## src/design/mars_pkg.sv

```systemverilog
// Shared constants for the main converter round-robin sequencer
package mars_pkg;
  // ----------------------------------------
  // Timing
  // ----------------------------------------
  localparam int SLOT_TIME_NS = 8000;
  localparam int CLK_PERIOD_NS = 20;
  localparam int SLOT_CYCLES = SLOT_TIME_NS / CLK_PERIOD_NS;
  localparam logic [8:0] SLOT_LAST = 9'(SLOT_CYCLES - 1);
  localparam logic [4:0] NUM_SLOTS = 5'h18;
  localparam logic [4:0] SLOT_LAST_IDX = 5'h17;
  localparam logic [3:0] RR_BURST = 4'h8;
  // ----------------------------------------
  // Slot map and result index map
  // ----------------------------------------
  localparam logic [4:0] SLOT_DIE = 5'h00;
  localparam logic [4:0] SLOT_THERMISTOR_BIAS_REFERENCE = 5'h01;
  localparam logic [4:0] SLOT_CELL0 = 5'h02;
  localparam logic [4:0] SLOT_SHUNT = 5'h12;
  localparam logic [4:0] SLOT_GPIO = 5'h13;
  localparam int NUM_RESULTS = 27;
  localparam int NUM_FILT = 17;
  localparam logic [4:0] FILT_SHUNT = 5'h10;
  localparam logic [15:0] RESULT_RESET = 16'h8000;
  // Die temperature clamp codes (+200 C / -100 C at the converter's scale)
  localparam logic signed [15:0] DIE_TEMP_MAX = 16'sh0C80;
  localparam logic signed [15:0] DIE_TEMP_MIN = 16'shF9C0;
  // ----------------------------------------
  // Register offsets (byte addresses)
  // ----------------------------------------
  localparam logic [8:0] OFS_CTRL_ONE = 9'h000;
  localparam logic [8:0] OFS_CONF_ONE = 9'h004;
  localparam logic [8:0] OFS_CELLS = 9'h008;
  localparam logic [8:0] OFS_INPUT_CFG = 9'h00C;
  localparam logic [8:0] OFS_DEV_CTRL_TWO = 9'h010;
  localparam logic [8:0] OFS_STATUS = 9'h014;
  localparam logic [8:0] OFS_RESULT = 9'h100;
  localparam logic [8:0] RESULT_SPAN = 9'h0D8;
  // ----------------------------------------
  // Field positions and codes
  // ----------------------------------------
  localparam int CTRL_MODE_POS = 0;
  localparam int CTRL_CELL_EN_POS = 2;
  localparam int CTRL_SHUNT_EN_POS = 3;
  localparam int CTRL_GO_POS = 4;
  localparam int CONF_CELL_SEL_POS = 0;
  localparam int CONF_SHUNT_SEL_POS = 4;
  localparam int STAT_RUN_POS = 0;
  localparam int STAT_DRDY_POS = 1;
  localparam logic [1:0] MODE_STOP = 2'h0;
  localparam logic [1:0] MODE_BURST = 2'h1;
  localparam logic [1:0] MODE_CONT = 2'h2;
  localparam logic [2:0] FN_ADC = 3'h2;
  localparam logic [2:0] FN_ADC_OTUT = 3'h3;
  localparam logic [4:0] MIN_CELLS = 5'h06;
  localparam logic [4:0] MAX_CELLS = 5'h10;
  localparam logic [3:0] CELLS_RESET = 4'hA;
  localparam int FRAC = 7;
  localparam int FW = 16 + FRAC;

  typedef enum logic {MARS_IDLE, MARS_RUN} mars_state_t;

  // Cutoff code 0 is the slowest (coefficient 1/128), 6 the fastest (1/2)
  function automatic logic [2:0] coef_shift(input logic [2:0] sel);
    coef_shift = (sel > 3'h6) ? 3'h1 : 3'(3'h7 - sel);
  endfunction
endpackage

```

## src/design/mars_seq.sv

```systemverilog
// Main converter round-robin sequencer with result registers and filters
// Behaviour
// - 24 slots of 8 us, 192 us cycle
// - Slots: die temp, reference, cells, shunt, inputs
// - Results 16-bit signed, high and low byte
// - Enabling resets all results to 0x8000
// - High-byte read freezes low byte until read
// - Cell count names highest active cell
// - Inactive cell slots keep their time
// - Inactive channels stay at 0x8000
// - Cells and shunt report raw or filtered
// - Shared 3-bit cutoff for all cells
// - Coefficient 1/2 down to 1/128
// - Filter primes with its first sample
// - Shunt filter has own enable, cutoff
// - Die temperature signed and clamped
// - One general input per cycle, eight total
// - Only converter-configured inputs are converted
// - Level shifters off outside active mode
// - Run modes stop, eight cycles, continuous
// - Settings latched on start command only; level shifters here follow the cell register directly
// - Data ready after eight cycles
//
// Decided for this implementation: the register offsets and register access over Avalon-MM.
`timescale 1ns/10ps
module mars_seq import mars_pkg::*; (
  input wire logic core_clk,
  input wire logic resetn,
  input wire logic clk_en,
  input wire logic [8:0] avs_address,
  input wire logic avs_read,
  input wire logic avs_write,
  input wire logic [31:0] avs_writedata,
  input wire logic [3:0] avs_byteenable,
  output logic [31:0] avs_readdata,
  output logic avs_waitrequest,
  input wire logic power_active,
  output logic conv_start,
  output logic [4:0] conv_slot,
  output logic [2:0] conv_input_sel,
  input wire logic conv_done,
  input wire logic [15:0] conv_data,
  output logic [15:0] level_shift_en,
  output logic bias_ref_enable
);
  // ----------------------------------------
  // Software registers
  // ----------------------------------------
  logic ack_r;
  logic [31:0] rdata_r;
  logic [4:0] ctrl_r;
  logic [6:0] conf_r;
  logic [3:0] cells_r;
  logic [23:0] incfg_r;
  logic bias_r;
  // Settings captured at the start command
  logic [1:0] mode_l;
  logic cell_en_l;
  logic shunt_en_l;
  logic [2:0] cell_sel_l;
  logic [2:0] shunt_sel_l;
  logic [4:0] ncells_l;
  logic [23:0] incfg_l;
  // Sequencer state
  mars_state_t state_r;
  logic [3:0] rr_cnt_r;
  logic [2:0] gpio_idx_r;
  logic conv_start_r;
  logic [4:0] conv_slot_r;
  logic [2:0] conv_sel_r;
  logic conv_pend_r;
  logic [4:0] conv_res_r;
  logic [15:0] lshift_r;
  // Results and filters
  logic [7:0] res_hi_r [NUM_RESULTS];
  logic [7:0] res_lo_r [NUM_RESULTS];
  logic [NUM_RESULTS-1:0] lock_r;
  logic [FW-1:0] filt_r [NUM_FILT];
  logic [NUM_FILT-1:0] primed_r;

  function automatic logic [31:0] merge(input logic [31:0] old, input logic [31:0] wd, input logic [3:0] be);
    for (int i = 0; i < 4; i++)
      merge[8*i +: 8] = be[i] ? wd[8*i +: 8] : old[8*i +: 8];
  endfunction

  // Field value 0 means six cells; anything past sixteen saturates
  function automatic logic [4:0] cell_count(input logic [3:0] f);
    cell_count = (f > 4'hA) ? MAX_CELLS : 5'(MIN_CELLS + {1'b0, f});
  endfunction

  function automatic logic input_converts(input logic [23:0] cfg, input logic [2:0] idx);
    logic [2:0] fn;
    fn = cfg[3*idx +: 3];
    input_converts = (fn == FN_ADC) | (fn == FN_ADC_OTUT);
  endfunction

  function automatic logic [15:0] die_clamp(input logic [15:0] d);
    if ($signed(d) > DIE_TEMP_MAX)
      die_clamp = DIE_TEMP_MAX;
    else if ($signed(d) < DIE_TEMP_MIN)
      die_clamp = DIE_TEMP_MIN;
    else
      die_clamp = d;
  endfunction

  // ----------------------------------------
  // Bus decode
  // ----------------------------------------
  // One wait state on every access; readdata is built in the waiting cycle
  wire acc = avs_read | avs_write;
  assign avs_waitrequest = acc & ~ack_r;
  wire wr_go = avs_write & ack_r;
  wire rd_go = avs_read & ack_r;
  wire [8:0] res_ofs = 9'(avs_address - OFS_RESULT);
  wire res_hit = (avs_address >= OFS_RESULT) && (res_ofs < RESULT_SPAN);
  wire [4:0] res_idx = res_ofs[7:3];
  wire res_low = res_ofs[2];
  wire [31:0] ctrl_wd = merge({27'h0, ctrl_r}, avs_writedata, avs_byteenable);
  wire go_cmd = wr_go && (avs_address == OFS_CTRL_ONE) && ctrl_wd[CTRL_GO_POS];
  wire [1:0] go_mode = ctrl_wd[CTRL_MODE_POS +: 2];
  wire go_run = go_cmd && ((go_mode == MODE_BURST) || (go_mode == MODE_CONT));
  wire go_stop = go_cmd && !go_run;

  logic [31:0] rd_val;
  always_comb begin
    rd_val = 32'h0;
    if (avs_address == OFS_CTRL_ONE)
      rd_val = {27'h0, 1'b0, ctrl_r[3:0]};
    else if (avs_address == OFS_CONF_ONE)
      rd_val = {25'h0, conf_r};
    else if (avs_address == OFS_CELLS)
      rd_val = {28'h0, cells_r};
    else if (avs_address == OFS_INPUT_CFG)
      rd_val = {8'h0, incfg_r};
    else if (avs_address == OFS_DEV_CTRL_TWO)
      rd_val = {31'h0, bias_r};
    else if (avs_address == OFS_STATUS)
      rd_val = {30'h0, rr_cnt_r >= RR_BURST, state_r == MARS_RUN};
    else if (res_hit && avs_address[1:0] == 2'h0)
      rd_val = {24'h0, res_low ? res_lo_r[res_idx] : res_hi_r[res_idx]};
  end

  always_ff @(posedge core_clk or negedge resetn) begin
    if (!resetn) begin
      ack_r <= 1'b0;
      rdata_r <= 32'h0;
    end else if (clk_en) begin
      ack_r <= acc & ~ack_r;
      if (avs_read & ~ack_r)
        rdata_r <= rd_val;
    end
  end
  assign avs_readdata = rdata_r;

  always_ff @(posedge core_clk or negedge resetn) begin
    if (!resetn) begin
      ctrl_r <= 5'h00;
      conf_r <= 7'h00;
      cells_r <= CELLS_RESET;
      incfg_r <= 24'h0;
      bias_r <= 1'b0;
    end else if (clk_en && wr_go) begin
      if (avs_address == OFS_CTRL_ONE)
        ctrl_r <= {1'b0, ctrl_wd[3:0]};
      else if (avs_address == OFS_CONF_ONE)
        conf_r <= 7'(merge({25'h0, conf_r}, avs_writedata, avs_byteenable) & 32'h77);
      else if (avs_address == OFS_CELLS)
        cells_r <= 4'(merge({28'h0, cells_r}, avs_writedata, avs_byteenable));
      else if (avs_address == OFS_INPUT_CFG)
        incfg_r <= 24'(merge({8'h0, incfg_r}, avs_writedata, avs_byteenable));
      else if (avs_address == OFS_DEV_CTRL_TWO)
        bias_r <= 1'(merge({31'h0, bias_r}, avs_writedata, avs_byteenable));
    end
  end
  assign bias_ref_enable = bias_r;

  // ----------------------------------------
  // Sequencer
  // ----------------------------------------
  logic [4:0] slot;
  logic slot_start;
  logic cycle_end;
  // slot timing, frozen outside active mode
  mars_slot_timer u_timer (
    .core_clk(core_clk),
    .resetn(resetn),
    .clk_en(clk_en),
    .run((state_r == MARS_RUN) & power_active),
    .restart(go_cmd),
    .slot(slot),
    .slot_start(slot_start),
    .cycle_end(cycle_end)
  );

  // slot set and order; cells above the count idle in place
  wire [4:0] cell_no = 5'(slot - SLOT_CELL0 + 5'h01);
  wire is_cell = (slot >= SLOT_CELL0) && (slot < SLOT_SHUNT);
  // shared input slot, one input per cycle
  wire slot_conv = (slot == SLOT_DIE) || (slot == SLOT_THERMISTOR_BIAS_REFERENCE) || (slot == SLOT_SHUNT)
                   || (is_cell && cell_no <= ncells_l)
                   || (slot == SLOT_GPIO && input_converts(incfg_l, gpio_idx_r));
  wire [4:0] slot_res = (slot == SLOT_GPIO) ? 5'(SLOT_GPIO + {2'h0, gpio_idx_r}) : slot;

  always_ff @(posedge core_clk or negedge resetn) begin
    if (!resetn) begin
      state_r <= MARS_IDLE;
      rr_cnt_r <= 4'h0;
      gpio_idx_r <= 3'h0;
      mode_l <= MODE_STOP;
      cell_en_l <= 1'b0;
      shunt_en_l <= 1'b0;
      cell_sel_l <= 3'h0;
      shunt_sel_l <= 3'h0;
      ncells_l <= MAX_CELLS;
      incfg_l <= 24'h0;
    end else if (clk_en) begin
      // settings captured only by the start command
      if (go_cmd) begin
        mode_l <= go_mode;
        cell_en_l <= ctrl_wd[CTRL_CELL_EN_POS];
        shunt_en_l <= ctrl_wd[CTRL_SHUNT_EN_POS];
        cell_sel_l <= conf_r[CONF_CELL_SEL_POS +: 3];
        shunt_sel_l <= conf_r[CONF_SHUNT_SEL_POS +: 3];
        ncells_l <= cell_count(cells_r);
        incfg_l <= incfg_r;
        rr_cnt_r <= 4'h0;
        gpio_idx_r <= 3'h0;
        // stop code or reserved code halts the converter
        state_r <= go_run ? MARS_RUN : MARS_IDLE;
      end else if (cycle_end) begin
        gpio_idx_r <= 3'(gpio_idx_r + 3'h1);
        if (rr_cnt_r < RR_BURST)
          rr_cnt_r <= 4'(rr_cnt_r + 4'h1);
        // burst mode stops after its eighth cycle
        if (mode_l == MODE_BURST && rr_cnt_r == 4'(RR_BURST - 4'h1))
          state_r <= MARS_IDLE;
      end
    end
  end

  always_ff @(posedge core_clk or negedge resetn) begin
    if (!resetn) begin
      conv_start_r <= 1'b0;
      conv_slot_r <= 5'h00;
      conv_sel_r <= 3'h0;
      conv_pend_r <= 1'b0;
      conv_res_r <= 5'h00;
      lshift_r <= 16'h0;
    end else if (clk_en) begin
      conv_start_r <= slot_start & slot_conv;
      if (slot_start & slot_conv) begin
        conv_slot_r <= slot;
        conv_sel_r <= gpio_idx_r;
        conv_res_r <= slot_res;
      end
      // A late answer is dropped once the next slot begins
      if (go_cmd || slot_start)
        conv_pend_r <= ~go_cmd & slot_conv;
      else if (conv_done)
        conv_pend_r <= 1'b0;
      // level shifters only in active mode, for active cells
      lshift_r <= power_active ? 16'((17'h1 << cell_count(cells_r)) - 17'h1) : 16'h0;
    end
  end
  assign conv_start = conv_start_r;
  assign conv_slot = conv_slot_r;
  assign conv_input_sel = conv_sel_r;
  assign level_shift_en = lshift_r;

  // ----------------------------------------
  // Filtering and result registers
  // ----------------------------------------
  wire is_filt_ch = (conv_res_r >= SLOT_CELL0) && (conv_res_r <= SLOT_SHUNT);
  wire [4:0] fidx = is_filt_ch ? 5'(conv_res_r - SLOT_CELL0) : 5'h00;
  wire is_shunt = (conv_res_r == SLOT_SHUNT);
  // shunt filter settings independent of the cells
  wire filt_on = is_filt_ch & (is_shunt ? shunt_en_l : cell_en_l);
  // one shared cutoff for all cells
  wire [2:0] fshift = coef_shift(is_shunt ? shunt_sel_l : cell_sel_l);
  wire [FW-1:0] filt_next;
  wire [15:0] filt_out;
  // one filter step per conversion, i.e. per cycle
  mars_lpf u_lpf (
    .state(filt_r[fidx]),
    .sample(conv_data),
    .shift(fshift),
    .init(~primed_r[fidx]),
    .next(filt_next),
    .out(filt_out)
  );

  wire res_wr = conv_done & conv_pend_r & ~go_cmd;
  wire [15:0] res_val = (conv_res_r == SLOT_DIE) ? die_clamp(conv_data) : (filt_on ? filt_out : conv_data);
  wire lock_set = rd_go & res_hit & ~res_low;
  wire lock_clr = rd_go & res_hit & res_low;

  always_ff @(posedge core_clk or negedge resetn) begin
    if (!resetn) begin
      primed_r <= '0;
      for (int i = 0; i < NUM_FILT; i++)
        filt_r[i] <= '0;
    end else if (clk_en) begin
      // every start re-primes so the first sample seeds the state
      if (go_cmd)
        primed_r <= '0;
      else if (res_wr && filt_on) begin
        primed_r[fidx] <= 1'b1;
        filt_r[fidx] <= filt_next;
      end
    end
  end

  always_ff @(posedge core_clk or negedge resetn) begin
    if (!resetn) begin
      lock_r <= '0;
      for (int i = 0; i < NUM_RESULTS; i++) begin
        res_hi_r[i] <= RESULT_RESET[15:8];
        res_lo_r[i] <= RESULT_RESET[7:0];
      end
    end else if (clk_en) begin
      // all results back to the default on enabling
      if (go_run) begin
        lock_r <= '0;
        for (int i = 0; i < NUM_RESULTS; i++) begin
          res_hi_r[i] <= RESULT_RESET[15:8];
          res_lo_r[i] <= RESULT_RESET[7:0];
        end
      end else begin
        // high-byte read holds the low byte until it is read
        if (lock_set)
          lock_r[res_idx] <= 1'b1;
        else if (lock_clr)
          lock_r[res_idx] <= 1'b0;
        if (res_wr) begin
          res_hi_r[conv_res_r] <= res_val[15:8];
          if (!lock_r[conv_res_r] && !(lock_set && res_idx == conv_res_r))
            res_lo_r[conv_res_r] <= res_val[7:0];
        end
      end
    end
  end
endmodule

```

## src/design/mars_slot_timer.sv

```systemverilog
// Slot and cycle timing of the round robin
`timescale 1ns/10ps
module mars_slot_timer import mars_pkg::*; (
  input wire logic core_clk,
  input wire logic resetn,
  input wire logic clk_en,
  input wire logic run,
  input wire logic restart,
  output logic [4:0] slot,
  output logic slot_start,
  output logic cycle_end
);
  logic [8:0] tick_r;
  logic [4:0] slot_r;
  wire slot_done = (tick_r == SLOT_LAST);

  assign slot = slot_r;
  assign slot_start = run & ~restart & (tick_r == 9'h000);
  assign cycle_end = run & ~restart & slot_done & (slot_r == SLOT_LAST_IDX);

  always_ff @(posedge core_clk or negedge resetn) begin
    if (!resetn) begin
      tick_r <= 9'h000;
      slot_r <= 5'h00;
    end else if (clk_en) begin
      if (restart) begin
        tick_r <= 9'h000;
        slot_r <= 5'h00;
      end else if (run) begin
        tick_r <= slot_done ? 9'h000 : 9'(tick_r + 9'h001);
        if (slot_done)
          slot_r <= (slot_r == SLOT_LAST_IDX) ? 5'h00 : 5'(slot_r + 5'h01);
      end
    end
  end
endmodule

```

## src/design/mars_lpf.sv

```systemverilog
// Single-pole low-pass filter step, shared by all filtered channels
`timescale 1ns/10ps
module mars_lpf import mars_pkg::*; (
  input wire logic [FW-1:0] state,
  input wire logic [15:0] sample,
  input wire logic [2:0] shift,
  input wire logic init,
  output logic [FW-1:0] next,
  output logic [15:0] out
);
  wire signed [FW:0] s_ext = $signed({sample[15], sample, {FRAC{1'b0}}});
  wire signed [FW:0] st_ext = $signed({state[FW-1], state});
  wire signed [FW:0] diff = s_ext - st_ext;
  // Fractional bits kept in the state so tiny coefficients still move it
  wire signed [FW:0] step = diff >>> shift;
  wire signed [FW:0] sum = st_ext + step;

  assign next = init ? s_ext[FW-1:0] : sum[FW-1:0];
  assign out = next[FW-1:FRAC];
endmodule

```

## config.mk

```make
export PLATFORM = sky130hd
export DESIGN_NAME = mars_seq
export DESIGN_NICKNAME = d
export VERILOG_FILES = /design/src/design/mars_pkg.sv /design/src/design/mars_seq.sv /design/src/design/mars_slot_timer.sv /design/src/design/mars_lpf.sv
export SDC_FILE = /design/constraint.sdc
export NUM_CORES = 2
export LEC_CHECK = 0
export BUFFER_PORTS_ARGS = -buffer_cell sky130_fd_sc_hd__buf_2
export CAP_MARGIN = 10
export CORE_MARGIN = 4
export CORE_UTILIZATION = 50
export DETAILED_ROUTE_END_ITERATION = 10
export GPL_TIMING_DRIVEN = 1
export PLACE_DENSITY_LB_ADDON = 0.12
export SYNTH_ARGS = -nofsm -noshare
export SYNTH_HDL_FRONTEND = slang
export SYNTH_SLANG_ARGS = --single-unit
```

## constraint.sdc

```tcl
create_clock -name core_clk -period 20.9 [get_ports core_clk]
set_input_delay 0 -clock core_clk [delete_from_list [all_inputs] [get_ports core_clk]]
set_output_delay 0 -clock core_clk [all_outputs]
set_load 0.03 [all_outputs]
```

# After elaboration in Yosys (flattened, before gate mapping)
# Index checks and enable logic that the tools add are counted.
[op_classes]
order_cmp = 23
bitwise = 33
mul = 1
reduce_logical = 62
eq_ne = 18
shifts = 3
n_mux = 73
add_sub_neg = 14
[ops]
columns = ["cell", "n"]
rows = [
  ["216-bit 2-to-1 mux", 5],
  ["216-bit bitwise mux", 2],
  ["391-bit bitwise mux", 1],
  ["23-bit binary-select mux with 5-bit select", 1],
  ["23-bit demux with 5-bit select", 1],
  ["32-bit 2-to-1 mux", 3],
  ["23-bit 2-to-1 mux", 4],
  ["27-bit 2-to-1 mux", 3],
  ["8-bit binary-select mux with 5-bit select", 2],
  ["16-bit 2-to-1 mux", 5],
  ["8-bit 2-to-1 mux", 9],
  ["8-bit demux with 5-bit select", 1],
  ["5-bit 2-to-1 mux", 8],
  ["17-bit 2-to-1 mux", 2],
  ["27-bit AND", 1],
  ["9-bit 2-to-1 mux", 3],
  ["27-bit NOT", 1],
  ["27-bit bitwise OR", 1],
  ["24-bit 2-to-1 mux", 1],
  ["24-bit by 6-bit indexed part select with 3-bit output", 1],
  ["24-bit by 3-bit >>> shifter with 23-bit output", 1],
  ["23-bit by 23-bit subtractor with 24-bit output", 1],
  ["23-bit adder", 1],
  ["5-bit == test (second input constant)", 4],
  ["other kinds (62)", 165],
]
[word_totals]
word_cells = 327
output_inout_bits = 59
reg_bits = 1031
in_bits = 68

# Logic depth before layout (Yosys ltp)
[logic_depth]
word_depth = 17
ltp_mapped = 46
depth_no_buf = 37

# Hierarchy
# Synthesis repeated with hierarchy kept, for this count alone.
[unflattened]
cells_unflattened = 4616
area_unflattened_um2 = 52539.1
[modules_own_cells]
columns = ["mod", "area_per_inst_um2", "cells_per_inst", "n_inst", "seq_area_each_um2"]
rows = [
  ["mars_seq", 48310.1, 4037, 1, 25086.6],
  ["mars_lpf", 3379.5, 490, 1, 0.0],
  ["mars_slot_timer", 849.6, 89, 1, 350.3],
]

# Least setup slack after synthesis
# No wires, ideal clock.
[synth_timing]
path_kind = "flip-flop to flip-flop"
start = "register conv_res_r[1]"
end = "register filt_r[182] (netlist name)"
path_slack_ns = 12.646
n_path_buf = 7
stages_incl_launch_ff = 38
arrival_time_ns = 8.129
required_ns = 20.775
path_cell_list = "dfrtp_1 > clkinv_1 > clkbuf_1 > ha_1 > buf_2 > nor2b_1 > buf_2 > nand3_1 > clkbuf_1 > nand2_1 > nor2_1 > clkbuf_1 > clkbuf_1 > a222oi_1 > a21oi_1 > a2111o_1 > nor2_1 > ha_1 > [2 not listed] > a311o_1 > a21oi_1 > xnor2_1 > a221oi_1 > mux2i_1 > ha_1 > nor2b_1 > o21ai_0 > nand2b_1 > nand2_1 > nor4_2 > o211ai_1 > a32o_2 > o21a_1 > or3_4 > a32oi_4 > buf_6 > o21ai_2"
[synth_between]
elab_chain_cells = 12
[synth_rtl]
columns = ["element", "line_no", "text"]
rows = [
  ["start, declared", "mars_seq.sv:72", "logic [4:0] conv_res_r;"],
  ["start signal, assigned", "mars_seq.sv:254", "conv_res_r <= slot_res;"],
  ["5-bit by 2-bit >= comparator with 1-bit output or 5-bit less-or-equal comparator (tied branches)", "mars_seq.sv:273", "wire is_filt_ch = (conv_res_r >= SLOT_CELL0) && (conv_res_r <= SLOT_SHUNT);"],
  ["1-bit logical AND", "mars_seq.sv:273", ""],
  ["5-bit 2-to-1 mux", "mars_seq.sv:274", "wire [4:0] fidx = is_filt_ch ? 5'(conv_res_r - SLOT_CELL0) : 5'h00;"],
  ["5-bit NOT with 6-bit output (implied by the code)", "mars_seq.sv:284, mars_seq.sv:308", ""],
  ["23-bit binary-select mux with 5-bit select", "mars_seq.sv:284", ".state(filt_r[fidx]),"],
  ["23-bit 2-to-1 mux (implied by the code) (2 in a row)", "mars_seq.sv:284", ""],
  ["23-bit by 23-bit subtractor with 24-bit output", "mars_lpf.sv:13", "wire signed [FW:0] diff = s_ext - st_ext;"],
  ["24-bit by 3-bit >>> shifter with 23-bit output", "mars_lpf.sv:15", "wire signed [FW:0] step = diff >>> shift;"],
  ["23-bit adder", "mars_lpf.sv:16", "wire signed [FW:0] sum = st_ext + step;"],
  ["23-bit 2-to-1 mux", "mars_lpf.sv:18", "assign next = init ? s_ext[FW-1:0] : sum[FW-1:0];"],
  ["391-bit bitwise mux", "mars_seq.sv:308", "filt_r[fidx] <= filt_next;"],
  ["end signal, assigned by index", "mars_seq.sv:308", ""],
  ["end, declared", "mars_seq.sv:78", "logic [FW-1:0] filt_r [NUM_FILT];"],
]
# Several ways; a longest one is shown, not always the timed one. The select of a mux whose other input is x is not followed.
# A chain may end at the register's enable or synchronous reset.

# Worst setup path after layout
[layout_timing]
start = "register conv_res_r[1]"
end = "register res_lo_r[102] (netlist name)"
[layout_between]
elab_chain_cells = 17
[layout_rtl]
columns = ["element", "line_no", "text"]
rows = [
  ["5-bit by 2-bit >= comparator with 1-bit output or 5-bit less-or-equal comparator (tied branches)", "mars_seq.sv:273", ""],
  ["1-bit logical AND", "mars_seq.sv:273", ""],
  ["5-bit 2-to-1 mux", "mars_seq.sv:274", ""],
  ["5-bit NOT with 6-bit output (implied by the code)", "mars_seq.sv:284", ""],
  ["23-bit binary-select mux with 5-bit select", "mars_seq.sv:284", ""],
  ["23-bit 2-to-1 mux (implied by the code) (2 in a row)", "mars_seq.sv:284", ""],
  ["23-bit by 23-bit subtractor with 24-bit output", "mars_lpf.sv:13", ""],
  ["24-bit by 3-bit >>> shifter with 23-bit output", "mars_lpf.sv:15", ""],
  ["23-bit adder", "mars_lpf.sv:16", ""],
  ["23-bit 2-to-1 mux", "mars_lpf.sv:18", ""],
  ["16-bit 2-to-1 mux (2 in a row)", "mars_seq.sv:293", "wire [15:0] res_val = (conv_res_r == SLOT_DIE) ? die_clamp(conv_data) : (filt_on ? filt_out : conv_data);"],
  ["216-bit bitwise mux", "mars_seq.sv:337", "res_lo_r[conv_res_r] <= res_val[7:0];"],
  ["216-bit 2-to-1 mux", "mars_seq.sv:336", "if (!lock_r[conv_res_r] && !(lock_set && res_idx == conv_res_r))"],
  ["216-bit 2-to-1 mux", "mars_seq.sv:334", "if (res_wr) begin"],
  ["216-bit 2-to-1 mux", "mars_seq.sv:322", "if (go_run) begin"],
  ["end signal, assigned by index", "mars_seq.sv:318", "res_lo_r[i] <= RESULT_RESET[7:0];"],
  ["end signal, assigned by index", "mars_seq.sv:326", "res_lo_r[i] <= RESULT_RESET[7:0];"],
  ["end signal, assigned by index", "mars_seq.sv:337", ""],
  ["end, declared", "mars_seq.sv:76", "logic [7:0] res_lo_r [NUM_RESULTS];"],
]
# Several ways; a longest one is shown, not always the timed one. The select of a mux whose other input is x is not followed.

==> flow_metrics.tcl <==
set metrics [dict create \
    status "complete, but fails checks" \
    violations "capacitance limit" \
    grt.total_usage_pct 31.40 \
    synth_cells 5340 \
    slew_headroom_pct 2.380 \
    finalCritPeriodShare_pct 53.27 \
    synthFlopType "dfrtp_1" \
    synth_edf_count 0 \
    rows 116 \
    finalClockSkew_ps 31.67 \
    die_area_mm2 0.1071 \
    cts.clk_slew.worst_paths_ps 60 \
    wl_met1_um 72350 \
    path_max_fanout 34 \
    top_layer "met5" \
    critPathBufInv 4 \
    p_leak_uw 0.02551 \
    tightest_slew_ps 1461 \
    nFillCells 8919 \
    synth_seq_area_share_pct 49.91 \
    dpl_cell_area_mm2 0.05273 \
    grt_pass1_vias 41410 \
    start_util_pct 50.67 \
    crit_family "compound AO/OA/AOI/OAI gates" \
    wl_met3_um 16570 \
    cts_tree "yes" \
    htreeDepth 3 \
    finalSetupViolCount 0 \
    globalplace.congestion 0.9478 \
    final_design_area_no_fill_mm2 0.05716 \
    power.total_uw 4235 \
    hold_path.class "primary input to flip-flop" \
    grt_start_max_net_pins 157 \
    crit_required_ps 21440 \
    cp-start-kind "flip-flop" \
    yosys_warnings 0 \
    async_reset_ff_share_pct 100.0 \
    dp_cells 6546 \
    cpPeakStageDelay_ps 890 \
    clock_latency_ps 720 \
    period_needed_ps 11130 \
    regArea_mm2 0.02544 \
    pin_count 127 \
    antenna_found_initial 14 \
    peakVddDrop_uv 62.00 \
    endpoint_kind "flip-flop" \
    rsz0062_at_grt "no" \
    drcViolationCount 0 \
    dpl.hpwl_um 111200 \
    dr_wl_met2_um 75530 \
    cts_setup_buffers 0 \
    path_class "flip-flop to flip-flop" \
    cts_sinks 1015 \
    power_density_mw_per_mm2 74.09 \
    cts.path.max_buffers 3 \
    multi_input_area_mm2 0.02385 \
    vias 42870 \
    io_buffers 109 \
    stdcell_count 6826 \
    fp.dieH_um 327.3 \
    crit_slowest_cell "mux2i_2" \
    whs_path_depth 4 \
    slew_viol_final 0 \
    ys_types 111 \
    max_freq_ghz 0.08982 \
    coreArea_mm2 0.1006 \
    numCtsBuffers 111 \
    syn_to_final_growth_pct 12.16 \
    cap_violations 1 \
    routed_via_density 6.281 \
    hold_buffers 71 \
    routedWlPerCell_um 24.92 \
    drt-initial-drc-count 4712 \
    cts_root_buffer "clkbuf_16" \
    routed_wl_um 170100 \
    dr.pass1.iters 9 \
    drive_gt1_share_pct 13.30 \
    pre_cts_ws_ps 10050 \
    grt_pass1_wl_um 259300 \
    dieWidth_um 327.3 \
    synth-seq-cells 1015 \
    globalRouteOverflowTotal 0 \
    synth_area_per_cell_um2 9.544 \
    cp.depth 33 \
    r2r_cells 33 \
    cts.repair.resized 0 \
    finalSetupTns_ps 0 \
    finalHoldViolCount 0 \
    synth_area_mm2 0.05097 \
    postRouteAntennaNets 0 \
    nets 5497 \
    setup_ws_ps 9767 \
    cp.arrival_ps 11670 \
]
==> placed cells by master, fill, tap and decap left out, drive strengths merged, types with 16 or more instances in the layout <==
| cell type | instances |
|---|---|
| a211oi | 21 |
| a21o | 30 |
| a21oi | 213 |
| a222oi | 39 |
| a22o | 113 |
| a22oi | 37 |
| a31oi | 30 |
| and3 | 17 |
| buf | 203 |
| clkbuf | 169 |
| clkinv | 29 |
| dfrtp | 985 |
| dfstp | 30 |
| dlygate4sd3 | 71 |
| ha | 55 |
| inv | 117 |
| mux2 | 101 |
| mux2i | 97 |
| mux4 | 107 |
| nand2 | 1141 |
| nand2b | 34 |
| nand3 | 89 |
| nand4 | 27 |
| nor2 | 247 |
| nor2b | 21 |
| nor3 | 83 |
| o211ai | 27 |
| o21a | 16 |
| o21ai | 870 |
| o221ai | 17 |
| o22ai | 36 |
| o31ai | 32 |
| or3 | 34 |
| xnor2 | 44 |
| xor2 | 17 |
==> cells in the mapped netlist, types with 30 or more instances <==
cell type | instances | area share [%]
nand2_1 | 1141 | 8.4
dfrtp_1 | 985 | 48
o21ai_0 | 815 | 8.0
clkbuf_1 | 282 | 2.1
nor2_1 | 247 | 1.8
a21oi_1 | 212 | 2.1
a22o_1 | 113 | 1.9
inv_1 | 112 | 0.82
mux4_2 | 107 | 4.7
mux2_2 | 101 | 2.2
mux2i_1 | 94 | 1.8
nand3_1 | 87 | 0.85
nor3_1 | 82 | 0.81
ha_1 | 55 | 1.4
o21ai_1 | 44 | 0.43
xnor2_1 | 44 | 0.76
a222oi_1 | 39 | 0.77
a22oi_1 | 37 | 0.55
buf_2 | 36 | 0.35
o22ai_1 | 36 | 0.44
nand2b_1 | 34 | 0.42
or3_1 | 33 | 0.41
a21o_1 | 30 | 0.44
a31oi_1 | 30 | 0.37
dfstp_2 | 30 | 1.5
o31ai_1 | 30 | 0.44
==> power breakdown <==
| group | switching [uW] | internal [uW] | leakage [uW] |
|---|---|---|---|
| combinational | 191 | 65.5 | 0.00977 |
| sequential | 3.73 | 1970 | 0.0139 |
| clock | 841 | 1160 | 0.00184 |
| total | 1030 | 3200 | 0.0255 |
==> cell type report <==
type / instances / share of cell area (%)
flip-flops and latches: 1015 / 44.51
clock buffers: 168 / 5.781
clock inverters: 38 / 0.7157
repair buffers: 275 / 3.533
diodes: 3 / 0.01313
multi-input cells: 3854 / 41.72
inverters: 116 / 0.7617
well taps: 1357 / 2.970
==> routing by layer <==
metal | GRT usage (%) | vias to the layer above
met5 | 0.6341 | -
met4 | 10.13 | 8
met3 | 6.923 | 363
met2 | 47.87 | 2040
met1 | 44.91 | 21250
li1 | - | 19210
==> logic make-up (layout without fill, tap and decap cells) <==
| family | after synthesis | count (layout) | share of synthesized area [%] |
|---|---|---|---|
| and+or+nand+nor | 1773 | 1773 | 14.80 |
| adders and majority gates | 64 | 64 | 1.549 |
| buffers and inverters | 478 | 597 | 3.714 |
| muxes | 305 | 305 | 8.887 |
| DFF | 1015 | 1015 | 49.91 |
| other | 1 | 11 | 0.007358 |
| xor gates and xnor gates | 61 | 61 | 1.048 |
| AOI/OAI and AO/OA | 1643 | 1643 | 20.08 |
==> state kept, by name, indices dropped and copies added, names as in the netlist, 5 cells and up <==
name            flops
avs_readdata       24
conf_r              6
conv_res_r          5
conv_slot           5
filt_r            391
incfg_l            16
incfg_r            24
level_shift_en     16
lock_r             27
ncells_l            5
primed_r           17
res_hi_r          216
res_lo_r          216
u_timer.slot        5
u_timer.tick_r      9
==> worst register-to-register path: cells and delay by family (launching register included) <==
| kind | cells | cell delay (ps) |
|---|---|---|
| and+or+nand+nor | 11 | 2740 |
| adders and majority gates | 3 | 1120 |
| DFF | 1 | 570 |
| buffers and inverters | 4 | 990 |
| xor gates and xnor gates | 2 | 380 |
| AOI/OAI and AO/OA | 11 | 4110 |
| muxes | 2 | 1080 |
==> final timing paths <==
kind                               start                 to  slack, ps
max reg2reg                conv_res_r[1]      res_lo_r[102]       9770
min reg2reg                  incfg_l[23]        incfg_l[23]        470
min in group asynchronous         resetn  level_shift_en[2]        460
min                         conv_data[1]      res_lo_r[201]         50
max in group asynchronous         resetn       res_hi_r[94]      17250
max                        conv_res_r[1]      res_lo_r[102]       9770
==> per-stage QoR <==
step / hold WS (ps) / utilization [%]
6_report: 47.22 / 56.83
5_1_grt: 54.73 / 56.83
4_1_cts: 4.367 / 56.83
3_5_place_dp: 146.3 / 52.43
3_3_place_gp: 151.8 / 52.43
2_1_floorplan: -295.6 / -
No activity file was read; power rests on OpenSTA's default activity.
